**config.mk**
```make
export PLATFORM = sky130hd
export DESIGN_NAME = adccc_top
export DESIGN_NICKNAME = d
export VERILOG_FILES = /design/src/core/adccc_clkdiv.v /design/src/core/adccc_mux.v /design/src/core/adccc_top.v
export VERILOG_INCLUDE_DIRS = /design/src /design/src/core
export SDC_FILE = /design/constraint.sdc
export NUM_CORES = 1
export LEC_CHECK = 0
export ABC_AREA = 1
export BUFFER_PORTS_ARGS = -buffer_cell sky130_fd_sc_hd__buf_2
export CORE_UTILIZATION = 53
export CTS_CLUSTER_DIAMETER = 120
export DETAILED_ROUTE_END_ITERATION = 7
export GPL_TIMING_DRIVEN = 0
export MAX_ROUTING_LAYER = met4
export PLACE_DENSITY = 0.79
export RECOVER_POWER = 50
export SYNTH_ARGS = -nofsm -noshare
export SYNTH_HDL_FRONTEND = slang
export SYNTH_HIERARCHICAL = 1
export SYNTH_SLANG_ARGS = --single-unit
```
**constraint.sdc**
```tcl
create_clock -name clock -period 1.91 [get_ports clock]
set_clock_uncertainty 0.15 [all_clocks]
set_input_delay 0.2865 -clock clock [delete_from_list [all_inputs] [get_ports clock]]
set_output_delay 0.2865 -clock clock [all_outputs]
set_load 0.05 [all_outputs]
```
**src/core/adccc_map.vh**
```
`ifndef ADCCC_MAP_VH
`define ADCCC_MAP_VH
// Register byte addresses
`define ADCCC_CTRL_A_ADDR 12'h000
`define ADCCC_CTRL_B_ADDR 12'h004
`define ADCCC_CTRL_C_ADDR 12'h008
`define ADCCC_RES_HI_ADDR 12'h00C
`define ADCCC_RES_LO_ADDR 12'h010
`define ADCCC_PIN_SEL_ADDR 12'h014
`define ADCCC_INT_CTRL_ADDR 12'h018
// Control A fields
`define ADCCC_A_START 7
`define ADCCC_A_BUSY 6
`define ADCCC_A_PWR 5
`define ADCCC_A_ALIGN 4
// Control B fields
`define ADCCC_B_SRC_HI 7
`define ADCCC_B_SRC_LO 4
`define ADCCC_B_CKDIV_HI 2
// Control C fields
`define ADCCC_C_REF_HI 3
`define ADCCC_C_REF_LO 2
// Interrupt control fields
`define ADCCC_I_GIE 0
`define ADCCC_I_CIE 1
`define ADCCC_I_REQ 2
// Reset values
`define ADCCC_CTRL_A_RST 8'h00
`define ADCCC_CTRL_B_RST 8'h00
`define ADCCC_CTRL_C_RST 8'h00
`define ADCCC_PIN_SEL_RST 8'h00
// Timing
`define ADCCC_CONV_CYCLES 5'h10
`define ADCCC_PWRUP_NS 1000
`define ADCCC_CLK_NS 40
`define ADCCC_PWRUP_CYC ((`ADCCC_PWRUP_NS + `ADCCC_CLK_NS - 1) / `ADCCC_CLK_NS)
`endif

```
**src/core/adccc_clkdiv.v**
```verilog
`timescale 1ns/1ps
// Power-of-two conversion clock tick generator
module adccc_clkdiv (
  input wire clock,
  input wire reset_n,
  input wire clear,
  input wire [2:0] div_sel,
  output reg tick
);
  reg [6:0] cnt_r;
  wire [6:0] mask;
  assign mask = (7'h01 << div_sel) - 7'h01;
  always @(posedge clock or negedge reset_n) begin
    if (!reset_n) begin
      cnt_r <= 7'h00;
      tick <= 1'b0;
    end else if (clear) begin
      cnt_r <= 7'h00;
      tick <= 1'b0;
    end else begin
      tick <= ((cnt_r & mask) == mask);
      cnt_r <= cnt_r + 7'h01;
    end
  end
endmodule

```
**src/core/adccc_mux.v**
```verilog
`timescale 1ns/1ps
// Input and reference routing decode
module adccc_mux (
  input wire clock,
  input wire reset_n,
  input wire [3:0] src_sel,
  input wire [3:0] chan_sel,
  input wire [1:0] ref_sel,
  input wire [3:0] pin_analog,
  output reg [3:0] chan_on,
  output reg [5:0] int_sel,
  output reg gnd_sel,
  output reg [2:0] ref_route,
  output reg ext_path
);
  function is_ext;
    input [3:0] s;
    begin
      is_ext = (s == 4'h0) || (s == 4'h4) || (s[3:2] == 2'b11);
    end
  endfunction
  reg ext;
  always @* begin
    ext = is_ext(src_sel);
  end
  always @(posedge clock or negedge reset_n) begin
    if (!reset_n) begin
      chan_on <= 4'h0;
      int_sel <= 6'h00;
      gnd_sel <= 1'b0;
      ref_route <= 3'h0;
      ext_path <= 1'b0;
    end else begin
      ext_path <= ext;
      chan_on <= (ext && chan_sel[3:2] == 2'b00) ?
        ((4'h1 << chan_sel[1:0]) & pin_analog) : 4'h0;
      int_sel[0] <= (src_sel == 4'h2);
      int_sel[1] <= (src_sel == 4'h3);
      int_sel[2] <= (src_sel == 4'h5);
      int_sel[3] <= (src_sel == 4'h6);
      int_sel[4] <= (src_sel == 4'h7);
      int_sel[5] <= (src_sel == 4'h8);
      gnd_sel <= (src_sel >= 4'h9) && (src_sel <= 4'hB);
      ref_route[0] <= (ref_sel == 2'b00);
      ref_route[1] <= (ref_sel == 2'b01);
      ref_route[2] <= ref_sel[1];
    end
  end
endmodule

```
**src/core/adccc_top.v**
```verilog
`timescale 1ns/1ps
`include "adccc_map.vh"
module adccc_top (
  input wire clock,
  input wire reset_n,
  input wire psel,
  input wire penable,
  input wire pwrite,
  input wire [11:0] paddr,
  input wire [31:0] pwdata,
  output reg [31:0] prdata,
  output reg pready,
  output reg pslverr,
  input wire [11:0] conv_data,
  input wire [3:0] port_dir_in,
  input wire [3:0] port_pullup_en,
  output reg conv_power,
  output reg conv_sample,
  output reg conv_run,
  output reg [3:0] chan_on,
  output reg [5:0] int_sel,
  output reg gnd_sel,
  output reg ext_path,
  output reg [2:0] ref_route,
  output reg [3:0] pin_analog,
  output reg [3:0] pin_dir_eff,
  output reg [3:0] pin_pullup_eff,
  output reg cpu_irq
);
  localparam S_IDLE = 3'b001;
  localparam S_ARM = 3'b010;
  localparam S_CONV = 3'b100;

  reg [7:0] ctrl_a_r;
  reg [7:0] ctrl_b_r;
  reg [7:0] ctrl_c_r;
  reg [7:0] pin_sel_r;
  reg [7:0] res_hi_r;
  reg [7:0] res_lo_r;
  reg gie_r;
  reg cie_r;
  reg req_r;
  reg busy_r;
  reg [2:0] state_r;
  reg [2:0] state_nxt;
  reg [4:0] tick_cnt_r;
  reg [7:0] pwr_cnt_r;
  reg pwr_ready_r;
  wire ck_tick;
  wire done;
  wire wr_en;
  wire rd_en;
  wire [3:0] m_chan_on;
  wire [5:0] m_int_sel;
  wire m_gnd;
  wire [2:0] m_ref;
  wire m_ext;

  assign wr_en = psel & penable & pwrite;
  assign rd_en = psel & penable & ~pwrite;
  assign done = (state_r == S_CONV) && ck_tick &&
    (tick_cnt_r == `ADCCC_CONV_CYCLES - 5'h01);

  function addr_ok;
    input [11:0] a;
    begin
      addr_ok = (a == `ADCCC_CTRL_A_ADDR) || (a == `ADCCC_CTRL_B_ADDR) ||
        (a == `ADCCC_CTRL_C_ADDR) || (a == `ADCCC_RES_HI_ADDR) ||
        (a == `ADCCC_RES_LO_ADDR) || (a == `ADCCC_PIN_SEL_ADDR) ||
        (a == `ADCCC_INT_CTRL_ADDR);
    end
  endfunction

  adccc_clkdiv u_div (
    .clock(clock),
    .reset_n(reset_n),
    .clear(state_r != S_CONV),
    .div_sel(ctrl_b_r[`ADCCC_B_CKDIV_HI:0]),
    .tick(ck_tick)
  );

  adccc_mux u_mux (
    .clock(clock),
    .reset_n(reset_n),
    .src_sel(ctrl_b_r[`ADCCC_B_SRC_HI:`ADCCC_B_SRC_LO]),
    .chan_sel(ctrl_a_r[3:0]),
    .ref_sel(ctrl_c_r[`ADCCC_C_REF_HI:`ADCCC_C_REF_LO]),
    .pin_analog(pin_sel_r[3:0]),
    .chan_on(m_chan_on),
    .int_sel(m_int_sel),
    .gnd_sel(m_gnd),
    .ref_route(m_ref),
    .ext_path(m_ext)
  );

  // Sequencer
  always @* begin
    state_nxt = state_r;
    case (state_r)
      S_IDLE: begin
        if (ctrl_a_r[`ADCCC_A_START])
          state_nxt = S_ARM;
      end
      S_ARM: begin
        if (!ctrl_a_r[`ADCCC_A_START]) begin
          if (ctrl_a_r[`ADCCC_A_PWR] && pwr_ready_r)
            state_nxt = S_CONV;
          else
            state_nxt = S_IDLE;
        end
      end
      S_CONV: begin
        if (ctrl_a_r[`ADCCC_A_START] || !ctrl_a_r[`ADCCC_A_PWR])
          state_nxt = S_IDLE;
        else if (done)
          state_nxt = S_IDLE;
      end
      default: state_nxt = S_IDLE;
    endcase
  end

  always @(posedge clock or negedge reset_n) begin
    if (!reset_n) begin
      state_r <= S_IDLE;
      tick_cnt_r <= 5'h00;
      busy_r <= 1'b0;
    end else begin
      state_r <= state_nxt;
      if (state_r != S_CONV)
        tick_cnt_r <= 5'h00;
      else if (ck_tick)
        tick_cnt_r <= tick_cnt_r + 5'h01;
      busy_r <= (state_nxt == S_CONV);
    end
  end

  // Power-up delay counter
  always @(posedge clock or negedge reset_n) begin
    if (!reset_n) begin
      pwr_cnt_r <= 8'h00;
      pwr_ready_r <= 1'b0;
    end else if (!ctrl_a_r[`ADCCC_A_PWR]) begin
      pwr_cnt_r <= 8'h00;
      pwr_ready_r <= 1'b0;
    end else if (pwr_cnt_r == `ADCCC_PWRUP_CYC - 1) begin
      pwr_ready_r <= 1'b1;
    end else begin
      pwr_cnt_r <= pwr_cnt_r + 8'h01;
    end
  end

  // Register writes, result capture and request flag
  always @(posedge clock or negedge reset_n) begin
    if (!reset_n) begin
      ctrl_a_r <= `ADCCC_CTRL_A_RST;
      ctrl_b_r <= `ADCCC_CTRL_B_RST;
      ctrl_c_r <= `ADCCC_CTRL_C_RST;
      pin_sel_r <= `ADCCC_PIN_SEL_RST;
      res_hi_r <= 8'h00;
      res_lo_r <= 8'h00;
      gie_r <= 1'b0;
      cie_r <= 1'b0;
      req_r <= 1'b0;
    end else begin
      if (wr_en && paddr == `ADCCC_CTRL_A_ADDR)
        ctrl_a_r <= {pwdata[7], 1'b0, pwdata[5:0]};
      if (wr_en && paddr == `ADCCC_CTRL_B_ADDR)
        ctrl_b_r <= {pwdata[7:4], 1'b0, pwdata[2:0]};
      if (wr_en && paddr == `ADCCC_CTRL_C_ADDR)
        ctrl_c_r <= {pwdata[7], 2'b00, pwdata[4:0]};
      if (wr_en && paddr == `ADCCC_PIN_SEL_ADDR)
        pin_sel_r <= {4'h0, pwdata[3:0]};
      if (wr_en && paddr == `ADCCC_INT_CTRL_ADDR) begin
        gie_r <= pwdata[`ADCCC_I_GIE];
        cie_r <= pwdata[`ADCCC_I_CIE];
      end
      // Set wins over software write
      if (done)
        req_r <= 1'b1;
      else if (wr_en && paddr == `ADCCC_INT_CTRL_ADDR)
        req_r <= pwdata[`ADCCC_I_REQ];
      // Result only updated on completion, so held while off
      if (done) begin
        if (ctrl_a_r[`ADCCC_A_ALIGN]) begin
          res_hi_r <= {4'h0, conv_data[11:8]};
          res_lo_r <= conv_data[7:0];
        end else begin
          res_hi_r <= conv_data[11:4];
          res_lo_r <= {conv_data[3:0], 4'h0};
        end
      end
    end
  end

  // APB slave, zero wait states
  always @(posedge clock or negedge reset_n) begin
    if (!reset_n) begin
      prdata <= 32'h0000_0000;
      pready <= 1'b0;
      pslverr <= 1'b0;
    end else begin
      pready <= psel & ~penable;
      pslverr <= psel & ~penable & ~addr_ok(paddr);
      prdata <= 32'h0000_0000;
      if (psel && !penable && !pwrite) begin
        case (paddr)
          `ADCCC_CTRL_A_ADDR:
            prdata <= {24'h0, ctrl_a_r[7], busy_r, ctrl_a_r[5:0]};
          `ADCCC_CTRL_B_ADDR: prdata <= {24'h0, ctrl_b_r};
          `ADCCC_CTRL_C_ADDR: prdata <= {24'h0, ctrl_c_r};
          `ADCCC_RES_HI_ADDR: prdata <= {24'h0, res_hi_r};
          `ADCCC_RES_LO_ADDR: prdata <= {24'h0, res_lo_r};
          `ADCCC_PIN_SEL_ADDR: prdata <= {24'h0, pin_sel_r};
          `ADCCC_INT_CTRL_ADDR:
            prdata <= {29'h0, req_r, cie_r, gie_r};
          default: prdata <= 32'h0000_0000;
        endcase
      end
    end
  end

  // Analog-side, pin and interrupt outputs
  always @(posedge clock or negedge reset_n) begin
    if (!reset_n) begin
      conv_power <= 1'b0;
      conv_sample <= 1'b0;
      conv_run <= 1'b0;
      chan_on <= 4'h0;
      int_sel <= 6'h00;
      gnd_sel <= 1'b0;
      ext_path <= 1'b0;
      ref_route <= 3'h0;
      pin_analog <= 4'h0;
      pin_dir_eff <= 4'h0;
      pin_pullup_eff <= 4'h0;
      cpu_irq <= 1'b0;
    end else begin
      conv_power <= ctrl_a_r[`ADCCC_A_PWR];
      conv_run <= busy_r;
      conv_sample <= busy_r && (tick_cnt_r < 5'h04);
      chan_on <= m_chan_on;
      int_sel <= m_int_sel;
      gnd_sel <= m_gnd;
      ext_path <= m_ext;
      ref_route <= m_ref;
      pin_analog <= pin_sel_r[3:0];
      pin_dir_eff <= port_dir_in | pin_sel_r[3:0];
      pin_pullup_eff <= port_pullup_en & ~pin_sel_r[3:0];
      cpu_irq <= req_r & cie_r & gie_r;
    end
  end
endmodule

```
======== Word level (Yosys, flattened, before mapping) ========
Cells that the tools add are included.
storage, ports and cells
  register bits ........................... 149
  input port bits ......................... 69
  output and inout bits ................... 65
  logic and storage cells ................. 135
operators by class
  add/subtract/negate cells ............... 4
  $lt $le $gt $ge ......................... 3
  eq/ne operators ......................... 25
  shift-type cells ........................ 2
  mux-type cells .......................... 21
  bitwise operators ....................... 13
  reductions and logical operators ........ 31
operators by type and width
  cell                   count
  $pmux W8 S7            1
  $mux W8                5
  $eq A12 B5 Y1 const B  3
  $eq A12 B4 Y1 const B  2
  $eq A4 B3 Y1 const B   4
  $mux W3                5
  $logic_and A1 B1 Y1    13
  $eq A12 B3 Y1 const B  1
  $logic_not A12 Y1      1
  $mux W5                2
  $logic_or A1 B1 Y1     9
  $pmux W3 S3            1
  $add A8 B1 Y8 const B  1
  $and A4 B4 Y4          2
  $eq A4 B2 Y1 const B   2
  $eq A8 B5 Y1 const B   1
  $add A7 B1 Y7 const B  1
  $and A7 B7 Y7          1
  $eq A7 B7 Y1           1
  $mux W7                1
  $shl A1 B3 Y7 const A  1
  $sub A7 B1 Y7 const B  1
  $and A1 B1 Y1          6
  $eq A3 B3 Y1 const B   2
  23 further kinds       32

======== Longest topological paths before layout ========
Gate-level depths: netlist of run 1.
  word-level depth ........................ 9
  gate-level depth with buffers ........... 11

======== Cells and area by module ========
The synthesis of run 1 kept the hierarchy.
by module, submodules not included
  module        instances  cells an instance  area an instance (um^2)  seq. area each (um^2)
  adccc_top     1          498                4591.9                   2553.7
  adccc_mux     1          46                 530.5                    375.4
  adccc_clkdiv  1          50                 396.6                    200.2

======== Worst setup path before layout of run 1 ========
OpenSTA, ideal clock, no wires.
  path kind ............................... register -> register
  start point ............................. register tick_cnt_r[0]
  end point ............................... register res_lo_r[3]
  library setup time ...................... 135 ps
  arrival time ............................ 1344 ps
  data required time ...................... 1625 ps
  path slack .............................. 282 ps
  stages on the path, launching flop included .. 9
  buffers on the path ..................... 1
  cell sequence ........................... dfrtp_1 > ha_1 > inv_1 > nor3_1 > ha_1 > nand3_2 > clkbuf_1 > nand2_1 > o31ai_1
between the ends
  word-level cells in the longest chain between the ends .. 2
ends and longest elaborated chain
  what                    RTL line         source
  start, declared         adccc_top.v:46   reg [4:0] tick_cnt_r;
  start signal, assigned  adccc_top.v:132  tick_cnt_r <= tick_cnt_r + 5'h01;
  $eq A5 B4 Y1            adccc_top.v:62   (tick_cnt_r == `ADCCC_CONV_CYCLES - 5'h01);
  $logic_and A1 B1 Y1     adccc_top.v:61   assign done = (state_r == S_CONV) && ck_tick &&
  end signal, assigned    adccc_top.v:186  res_lo_r <= conv_data[7:0];
  end signal, assigned    adccc_top.v:189  res_lo_r <= {conv_data[3:0], 4'h0};
  end, declared           adccc_top.v:39   reg [7:0] res_lo_r;
Every way passes these cells.
A chain may end at the register's enable or synchronous reset.

======== Final worst setup path of run 1 ========
  start point ............................. register tick_cnt_r[1]
  end point ............................... register res_hi_r[3]
between the ends
  word-level cells in the longest chain between the ends .. 2
ends and longest elaborated chain
  what                  RTL line         source
  $eq A5 B4 Y1          adccc_top.v:62
  $logic_and A1 B1 Y1   adccc_top.v:61
  end signal, assigned  adccc_top.v:185  res_hi_r <= {4'h0, conv_data[11:8]};
  end signal, assigned  adccc_top.v:188  res_hi_r <= conv_data[11:4];
  end, declared         adccc_top.v:38   reg [7:0] res_hi_r;
Every way passes these cells.

==> impl.org, run 1 <==
** Pwr
- Total power for the finished layout comes to 6.99 mW.
- Leakage dissipation :: 3.69 nW
- In this run the power density over the cells is 979 nW/um^2.
- The worst-case IR drop observed on VDD is 0.541 mV.

** Setup path
- In this run the worst path has a maximum fanout of 10.
- Nature of the critical path startpoint :: flip-flop
- Kind of end point of the critical path :: flip-flop
- Crit-path cells :: ha_1 > inv_1 > nor3_2 > ha_2 > nand3_4 > buf_6 > o31ai_1
- Data on the critical path arrives at its endpoint at 2100 ps.
- In this design, the stage delay of the slowest critical-path cell is 360 ps.
- STA puts the critical path data required time at 2180 ps.
- By startpoint and endpoint, the worst setup path is classified as reg2reg.
- The largest individual stage delay along the critical path comes from the cell sky130_fd_sc_hd__dfrtp_1.

** GRT
- For this run the aggregate overflow at the end of global routing stands at 0.
- In the global route stage, met1 resource usage came out at 0.295.
- For this run, the total global-route usage over all layers was measured as 0.259.
- GRT met2 Usage :: 0.445
- Global route hottest layer :: met2
- Routing usage on met3 :: 0.0627
- The number of antenna violations at the first check in global routing came to 0.
- Entering global routing, the biggest net connects 90 pins.
- Wire length of the first global-routing pass :: 21100 um
- The via count of the first global-routing pass was 4487.

** Floorplanning
- In this run the standard cell core region covers 9950 um^2.
- Initial Util :: 0.554
- Die ar. :: 10800 um^2
- Std-Cell Rows :: 36
- Measured along the y axis, the die boundary spans 104 um.
- Pin placement for this block handled 134 I/O pins.
- The die is 104 um wide.

** Yosys
- The synthesized netlist contains 36 unique library cells.
- Post-Synthesis Cell Area :: 5520 um^2
- Sequential fraction of the synthesis area :: 0.567
- Synthesis produced a netlist whose cell count is 594.
- Synth Register Bits :: 125
- Yosys mapped a number of flops with a built-in enable equal to 0.
- Post-Syn Area per Cell :: 9.29 um^2
- For this run, the number of Yosys warnings is 6.
- Of the post-synthesis cell area, the dominant cell type holds 0.562.
- Summed over all instances, the cell type with the most area after synthesis is sky130_fd_sc_hd__dfrtp_1.
- Yosys attributes the largest share of cell area to sky130_fd_sc_hd__dfrtp_1 (56%), sky130_fd_sc_hd__nand2_1 (7.3%), sky130_fd_sc_hd__nand3_1 (4.7%), sky130_fd_sc_hd__inv_1 (4.4%), sky130_fd_sc_hd__nor2_1 (4.1%).
- In the synthesized netlist the dominant register cell turns out to be sky130_fd_sc_hd__dfrtp_1.
- For this run, asynchronously set or reset flops after synthesis account for 1.00.

** Cells and area
- For this run, the post-layout net count is 830.
- 0 antenna diodes ended up in the layout.
- Share of final-layout standard cells stronger than drive strength 1 :: 0.255
- Non-filler cells in the finished layout :: 902
- The library cells used most frequently in the layout, excluding fill and tap cells, are sky130_fd_sc_hd__dfrtp_1 (124), sky130_fd_sc_hd__nand2_1 (109), sky130_fd_sc_hd__buf_2 (86), sky130_fd_sc_hd__inv_1 (65), sky130_fd_sc_hd__nor2_1 (62).
- The library cell used most frequently in the layout, excluding fill and tap cells, is sky130_fd_sc_hd__dfrtp_1.
- The layout has 710 filler cells.
- Growth of design area from synthesis to finish :: 29.4%

** Place
- Detailed placer's ending HPWL :: 8510 um
- I/O Buffers :: 85
- The number of placed instances, taps included, is 836.
- Final RePlAce weighted congestion :: 0.901

** Routing
- Routed len/inst :: 13.9 um
- Once detail routing completed, the nets flagged for antenna violations numbered 0.
- For this run, the detailed router's first-pass iteration total came to 5.
- Overall routed net length :: 12600 um
- DRC violation count after routing :: 0
- The routed layout has 4482 vias.
- Starting DRT DRC Count :: 309
- Ratio of routed vias to standard cells :: 4.97

** Clock tree
- At the later pin of the worst-skew pair, clock insertion delay measures 530 ps.
- The longest clock path from root to sink contains 2 buffers.
- The tree is rooted in a sky130_fd_sc_hd__clkbuf_8.
- Sinks on Clock Net :: 125
- TritonCTS built the clock tree.
- Reg clk slew, reported paths :: 60 ps
- CTS H-tree lvls :: 4
- In this run, CTS created clock tree buffers numbering 17.

** Timing
- Final hold analysis gives a worst-case slack of 137 ps.
- Final setup violation count :: 0
- The final-report hold violation count came to 0.
- Tmin final :: 1820 ps
- Static timing analysis puts the maximum clock frequency at 0.548 GHz.
- Period utilisation layout :: 0.955
- Slew Limit Headroom :: 0.394
- Slew at the pin closest to its max-slew limit :: 910 ps
- Unrepaired setup endpoints after global routing :: false
- The max-slew violation total from the final report is 0.

** Flow run
- Max-cap violations in this run came to 0.

** Min path
- Hold Crit Class :: in2reg

** Status
- The run finished with clean final reports.
-- cell families after synthesis --
kind of cell	count (synthesis)	share of synthesized area
other	1	0.000679
buffers and inverters	104	0.0954
flip-flops	125	0.567
XOR/XNOR	1	0.00159
AO/OA/AOI/OAI	84	0.0930
adder cells (fa/ha/maj)	5	0.0113
AND/OR/NAND/NOR	274	0.231
-- path summary, 6_finish.rpt --
| kind | startpoint | endpoint | depth (start not counted) | slack (ps) |
|---|---|---|---|---|
| worst max-delay path | tick_cnt_r[1] | res_hi_r[3] | 7 | 90 |
| worst min-delay path | paddr[3] | ctrl_c_r[7] | 6 | 140 |
| worst max register to register | tick_cnt_r[1] | res_hi_r[3] | 7 | 90 |
| worst min register to register | u_mux/int_sel[5] | int_sel[5] | 0 | 200 |
| max in group asynchronous | reset_n | state_r[0] | 3 | 390 |
| min in group asynchronous | reset_n | u_div/cnt_r[3] | 2 | 280 |
-- registers in the layout (all words and copies together), names as in the netlist, 3 cells and up --
| register | cells |
|---|---|
| u_mux/int_sel | 6 |
| chan_on | 4 |
| ctrl_c_r | 6 |
| u_mux/chan_on | 4 |
| pwr_cnt_r | 8 |
| ctrl_b_r | 7 |
| u_div/cnt_r | 7 |
| ref_route | 3 |
| res_lo_r | 8 |
| pin_analog | 4 |
| pin_dir_eff | 4 |
| prdata | 8 |
| ctrl_a_r | 7 |
| pin_pullup_eff | 4 |
| res_hi_r | 8 |
| tick_cnt_r | 5 |
| state_r | 3 |
| pin_sel_r | 4 |
| int_sel | 6 |
| u_mux/ref_route | 3 |
-- repair_timing --
action / CTS / global route
hold buffers: 33 / 0
pin swaps: 0 / 1
hold endpoints to repair: 183 / 0
setup buffers: 0 / 1
gates cloned: 0 / 0
gates resized for setup: 4 / 6
endpoints found under the setup margin: 14 / 19
-- layer usage --
layer / part of all wire / vias up
li1: - / 2192
met1: 0.42 / 2119
met2: 0.52 / 152
met3: 0.046 / 19
met4: 0.018 / 0
met5: 0 / -
-- power breakdown --
group	switching (mW)	total, mW	internal [mW]
Combinational	0.649	0.968	0.319
Sequential	0.114	2.94	2.83
Clock	1.19	3.08	1.89
Total	1.95	6.99	5.04
-- layout make-up --
| class | count | area (um^2) | area share |
|---|---|---|---|
| clock inverter | 13 | 140 | 0.0196 |
| buffer | 36 | 282 | 0.0394 |
| timing repair buffer | 120 | 791 | 0.111 |
| clock buffer | 19 | 432 | 0.0604 |
| inverter | 68 | 255 | 0.0357 |
| tap | 133 | 166 | 0.0233 |
| sequential | 125 | 3130 | 0.438 |
| multi-input combinational | 388 | 1950 | 0.273 |
-- Yosys cell counts, drive strengths merged, types with 2 or more instances --
cell      n
a21oi    16
nor3b     2
buf      32
dfrtp   124
ha        5
o21ai    45
nand2   119
inv      68
o21a     12
nor3     12
nand3    56
nor4      2
nor2     76
or2       5
clkbuf    4
o31ai     9
-- stage by stage --
| stage | setup slack [ps] | TNS (ps) | utilization | instance area, um^2 |
|---|---|---|---|---|
| final | 86.6 | 0 | 0.718 | 7140 |
| after global routing | 26.1 | 0 | 0.718 | 7140 |
| after CTS | 9.67 | 0 | 0.718 | 7140 |
| after detailed placement | 5.03 | 0 | 0.626 | 6230 |
| after global placement | -1050 | -130420 | 0.623 | 6200 |
| after floorplan | 282 | 0 | - | 5610 |
-- critical path, delay by kind of cell, from the launching register on --
kind	cells	cell delay, ps
simple gates	2	280
flops	1	360
compound gates	1	220
fa+ha+maj	2	430
buf+inv	2	270
Power figures use the tool's default switching activity.
==> inputs of run 2 (changes only) <==
--- a/config.mk
+++ b/config.mk
@@ -15,6 +15,7 @@
 export MAX_ROUTING_LAYER = met4
 export PLACE_DENSITY = 0.79
 export RECOVER_POWER = 50
+export SETUP_SLACK_MARGIN = 0.15
 export SYNTH_ARGS = -nofsm -noshare
 export SYNTH_HDL_FRONTEND = slang
 export SYNTH_HIERARCHICAL = 1
==> impl.org, run 2 (synthesized netlist as in run 1, its figures left out) <==
** Min path
- WHS Path Cells :: 6 (unchanged)
- Hold Crit Class :: in2reg

** Routing
- DRC violation count after routing :: 0 (unchanged)
- Vias :: 4545 (+1.4%)
- Ratio of routed vias to standard cells :: 5.00 (+0.62%)
- The final routed wire length divided by cell count came to 14.2 um (+1.9%).
- The aggregate routed wire length was 12900 um (+2.7%).
- The count of antenna-violating nets left after detailed routing is 0 (unchanged).
- The number of DRC markers in iteration 0 came to 273 (-12%).
- First-pass iteration count of the detailed router :: 5 (unchanged)

** Setup path
- Capturing element of the worst setup path :: res_hi_r[1]
- The number of cells traversed by the worst register-to-register path was 7 (unchanged).
- Worst reg2reg endpoint :: res_hi_r[1]
- The peak fanout along the critical path was 8 (-2).
- In this run the worst setup path begins at tick_cnt_r[1].
- The worst setup path is launched from a flip-flop.
- Required @ worst endpoint :: 2180 ps (about the same)
- STA classifies the critical path endpoint as a flip-flop.
- By startpoint and endpoint, the worst setup path is classified as reg2reg.
- Source of the worst register-to-register timing path :: tick_cnt_r[1]
- CP Data Arrival Time :: 2040 ps (-60 ps)
- R2r setup slk :: 140 ps (+60 ps)

** Cells and area
- Antenna diode instance count :: 0 (unchanged)
- The register area was 3130 um^2 (about the same).
- Post-layout utilization of the core :: 0.729 (+0.0109)
- Commonest cells after routing, fill and taps aside :: sky130_fd_sc_hd__dfrtp_1 (123), sky130_fd_sc_hd__nand2_1 (107), sky130_fd_sc_hd__buf_2 (86), sky130_fd_sc_hd__inv_1 (63), sky130_fd_sc_hd__nor2_1 (62)
- The area of combinational cells with multiple inputs is 1990 um^2 (+1.9%).
- Post-route standard cell area excluding fillers :: 7250 um^2 (+1.5%)
- # fillers :: 688 (-3.1%)
- Share of final-layout standard cells stronger than drive strength 1 :: 0.277 (+0.0222)
- The net count of the finished layout came to 837 (+0.84%).
- Growth of design area from synthesis to finish :: 31.4%
- The library cell used most frequently in the layout, excluding fill and tap cells, is sky130_fd_sc_hd__dfrtp_1.

** Pwr
- Overall Power :: 7.00 mW (+0.13%)
- The highest ir drop seen on vdd came to 0.541 mV (about the same).
- Leakage dissipation :: 3.73 nW (+1.1%)
- Power density over cell area :: 965 nW/um^2 (-1.4%)

** Timing
- Setup repair after global routing could not meet its margin everywhere.
- Final setup violation count :: 0 (unchanged)
- Final Hold Fails :: 0 (unchanged)
- Maximum clock frequency :: 0.567 GHz (+3.3%)
- The pin slew with the least headroom to its limit was 906 ps (-3.32 ps).
- The post-route minimum period is 1770 ps (-58.3 ps).
- The max-slew violation total from the final report came to 0 (unchanged).
- The remaining max-slew budget at the tightest pin is 0.396 (+0.00221).
- Period utilisation layout :: 0.924 (-0.0305)
- Final setup slack of the worst path :: 145 ps (+58.3 ps)

** GRT
- Gr usage total :: 0.263 (+0.00355)
- Initial antenna violation count :: 0 (unchanged)
- The wire length of the first global-routing pass is 21400 um (+1.4%).
- Vias in the first global route :: 4561 (+1.6%)
- Overflow left after global routing :: 0 (unchanged)
- The largest net degree at the start of global routing came to 90 (unchanged).

** Floorplanning
- The standard-cell row count came to 36 (unchanged).
- The placeable core region is 9950 um^2 (unchanged).
- Count of boundary I/O pins :: 134 (unchanged)
- The starting density of the core was 0.554 (unchanged).
- The die outline area was 10800 um^2 (unchanged).
- Die Span Y :: 104 um (unchanged)
- Die boundary width :: 104 um (unchanged)

** Clock tree
- Root cell of the clock tree :: sky130_fd_sc_hd__clkbuf_8
- The source-to-sink clock delay at the later pin of the worst-skew pair is 530 ps (about the same).
- Number of CTS-inserted buffers :: 17 (unchanged)
- The number of H-tree levels is 4 (unchanged).
- The clock edge transition at the registers on the reported setup and hold paths came to 60 ps (about the same).
- Clk buf depth :: 2 (unchanged)
- The number of clock sinks seen by CTS is 125 (unchanged).
- TritonCTS built the clock tree.

** Place
- Pre-CTS worst setup slack :: 5.03 ps (unchanged)
- The post-DP HPWL is 8510 um (unchanged).
- The post-placement cell area is 6230 um^2 (unchanged).
- The number of port buffers is 85 (unchanged).
- The global placement routability congestion was 0.901 (unchanged).

** Flow run
- The max-capacitance violation count came to 0 (unchanged).

** Status
- The run finished with clean final reports.
run 2: how the worst min path moves through the flow:
stage	slack, ps	endpoint	start
6_report	140	ctrl_c_r[7]	paddr[3]
5_1_grt	180	ctrl_c_r[7]	paddr[3]
4_1_cts	70	tick_cnt_r[2]	reset_n
3_5_place_dp	50	chan_on[3]	reset_n
3_3_place_gp	180	ref_route[2]	u_mux/ref_route[2]
2_1_floorplan	-160	busy_r	reset_n
run 2: layout make-up:
class	count	area share
Tap cell	133	0.0229
Clock inverter	13	0.0193
Inverter	68	0.0355
Multi-Input combinational cell	388	0.274
Sequential cell	125	0.432
Buffer	36	0.0399
Timing Repair Buffer	127	0.117
Clock buffer	19	0.0595
run 2: repair_timing:
action	4_1_cts	5_1_grt
buffers inserted	4	3
hold buffers	33	0
setup endpoints to repair	19	19
hold endpoints to repair	183	0
gates resized for setup	10	16
gates cloned	1	0
pin swaps	2	3
run 2: critical path: stages, from the launching register on:
cell and delay, ps:
sky130_fd_sc_hd__dfrtp_1 360, sky130_fd_sc_hd__ha_2 190, sky130_fd_sc_hd__inv_2 40, sky130_fd_sc_hd__nor3_2 120
sky130_fd_sc_hd__ha_2 220, sky130_fd_sc_hd__nand3_4 180, sky130_fd_sc_hd__buf_6 200, sky130_fd_sc_hd__o31ai_2 200
run 2: layer usage:
metal  global-route usage  wire (um)
met1                0.299       5310
met5                    -          0
met4                0.100        237
met3               0.0633        639
met2                0.450       6730
run 2: per-stage QoR:
stage,hold WS [ps],std cells,TNS [ps]
floorplan,-159,617,0
global placement,183,835,-130420
detailed placement,51.4,836,0
CTS,65.9,906,0
global route,184,909,0
finish,143,909,0
run 2: power breakdown:
group | total [mW] | switching (mW) | internal [mW] | leakage, nW
clock | 3.07 | 1.18 | 1.89 | 0.271
sequential | 2.94 | 0.113 | 2.83 | 1.56
combinational | 0.986 | 0.659 | 0.328 | 1.90
total | 7.00 | 1.95 | 5.05 | 3.73
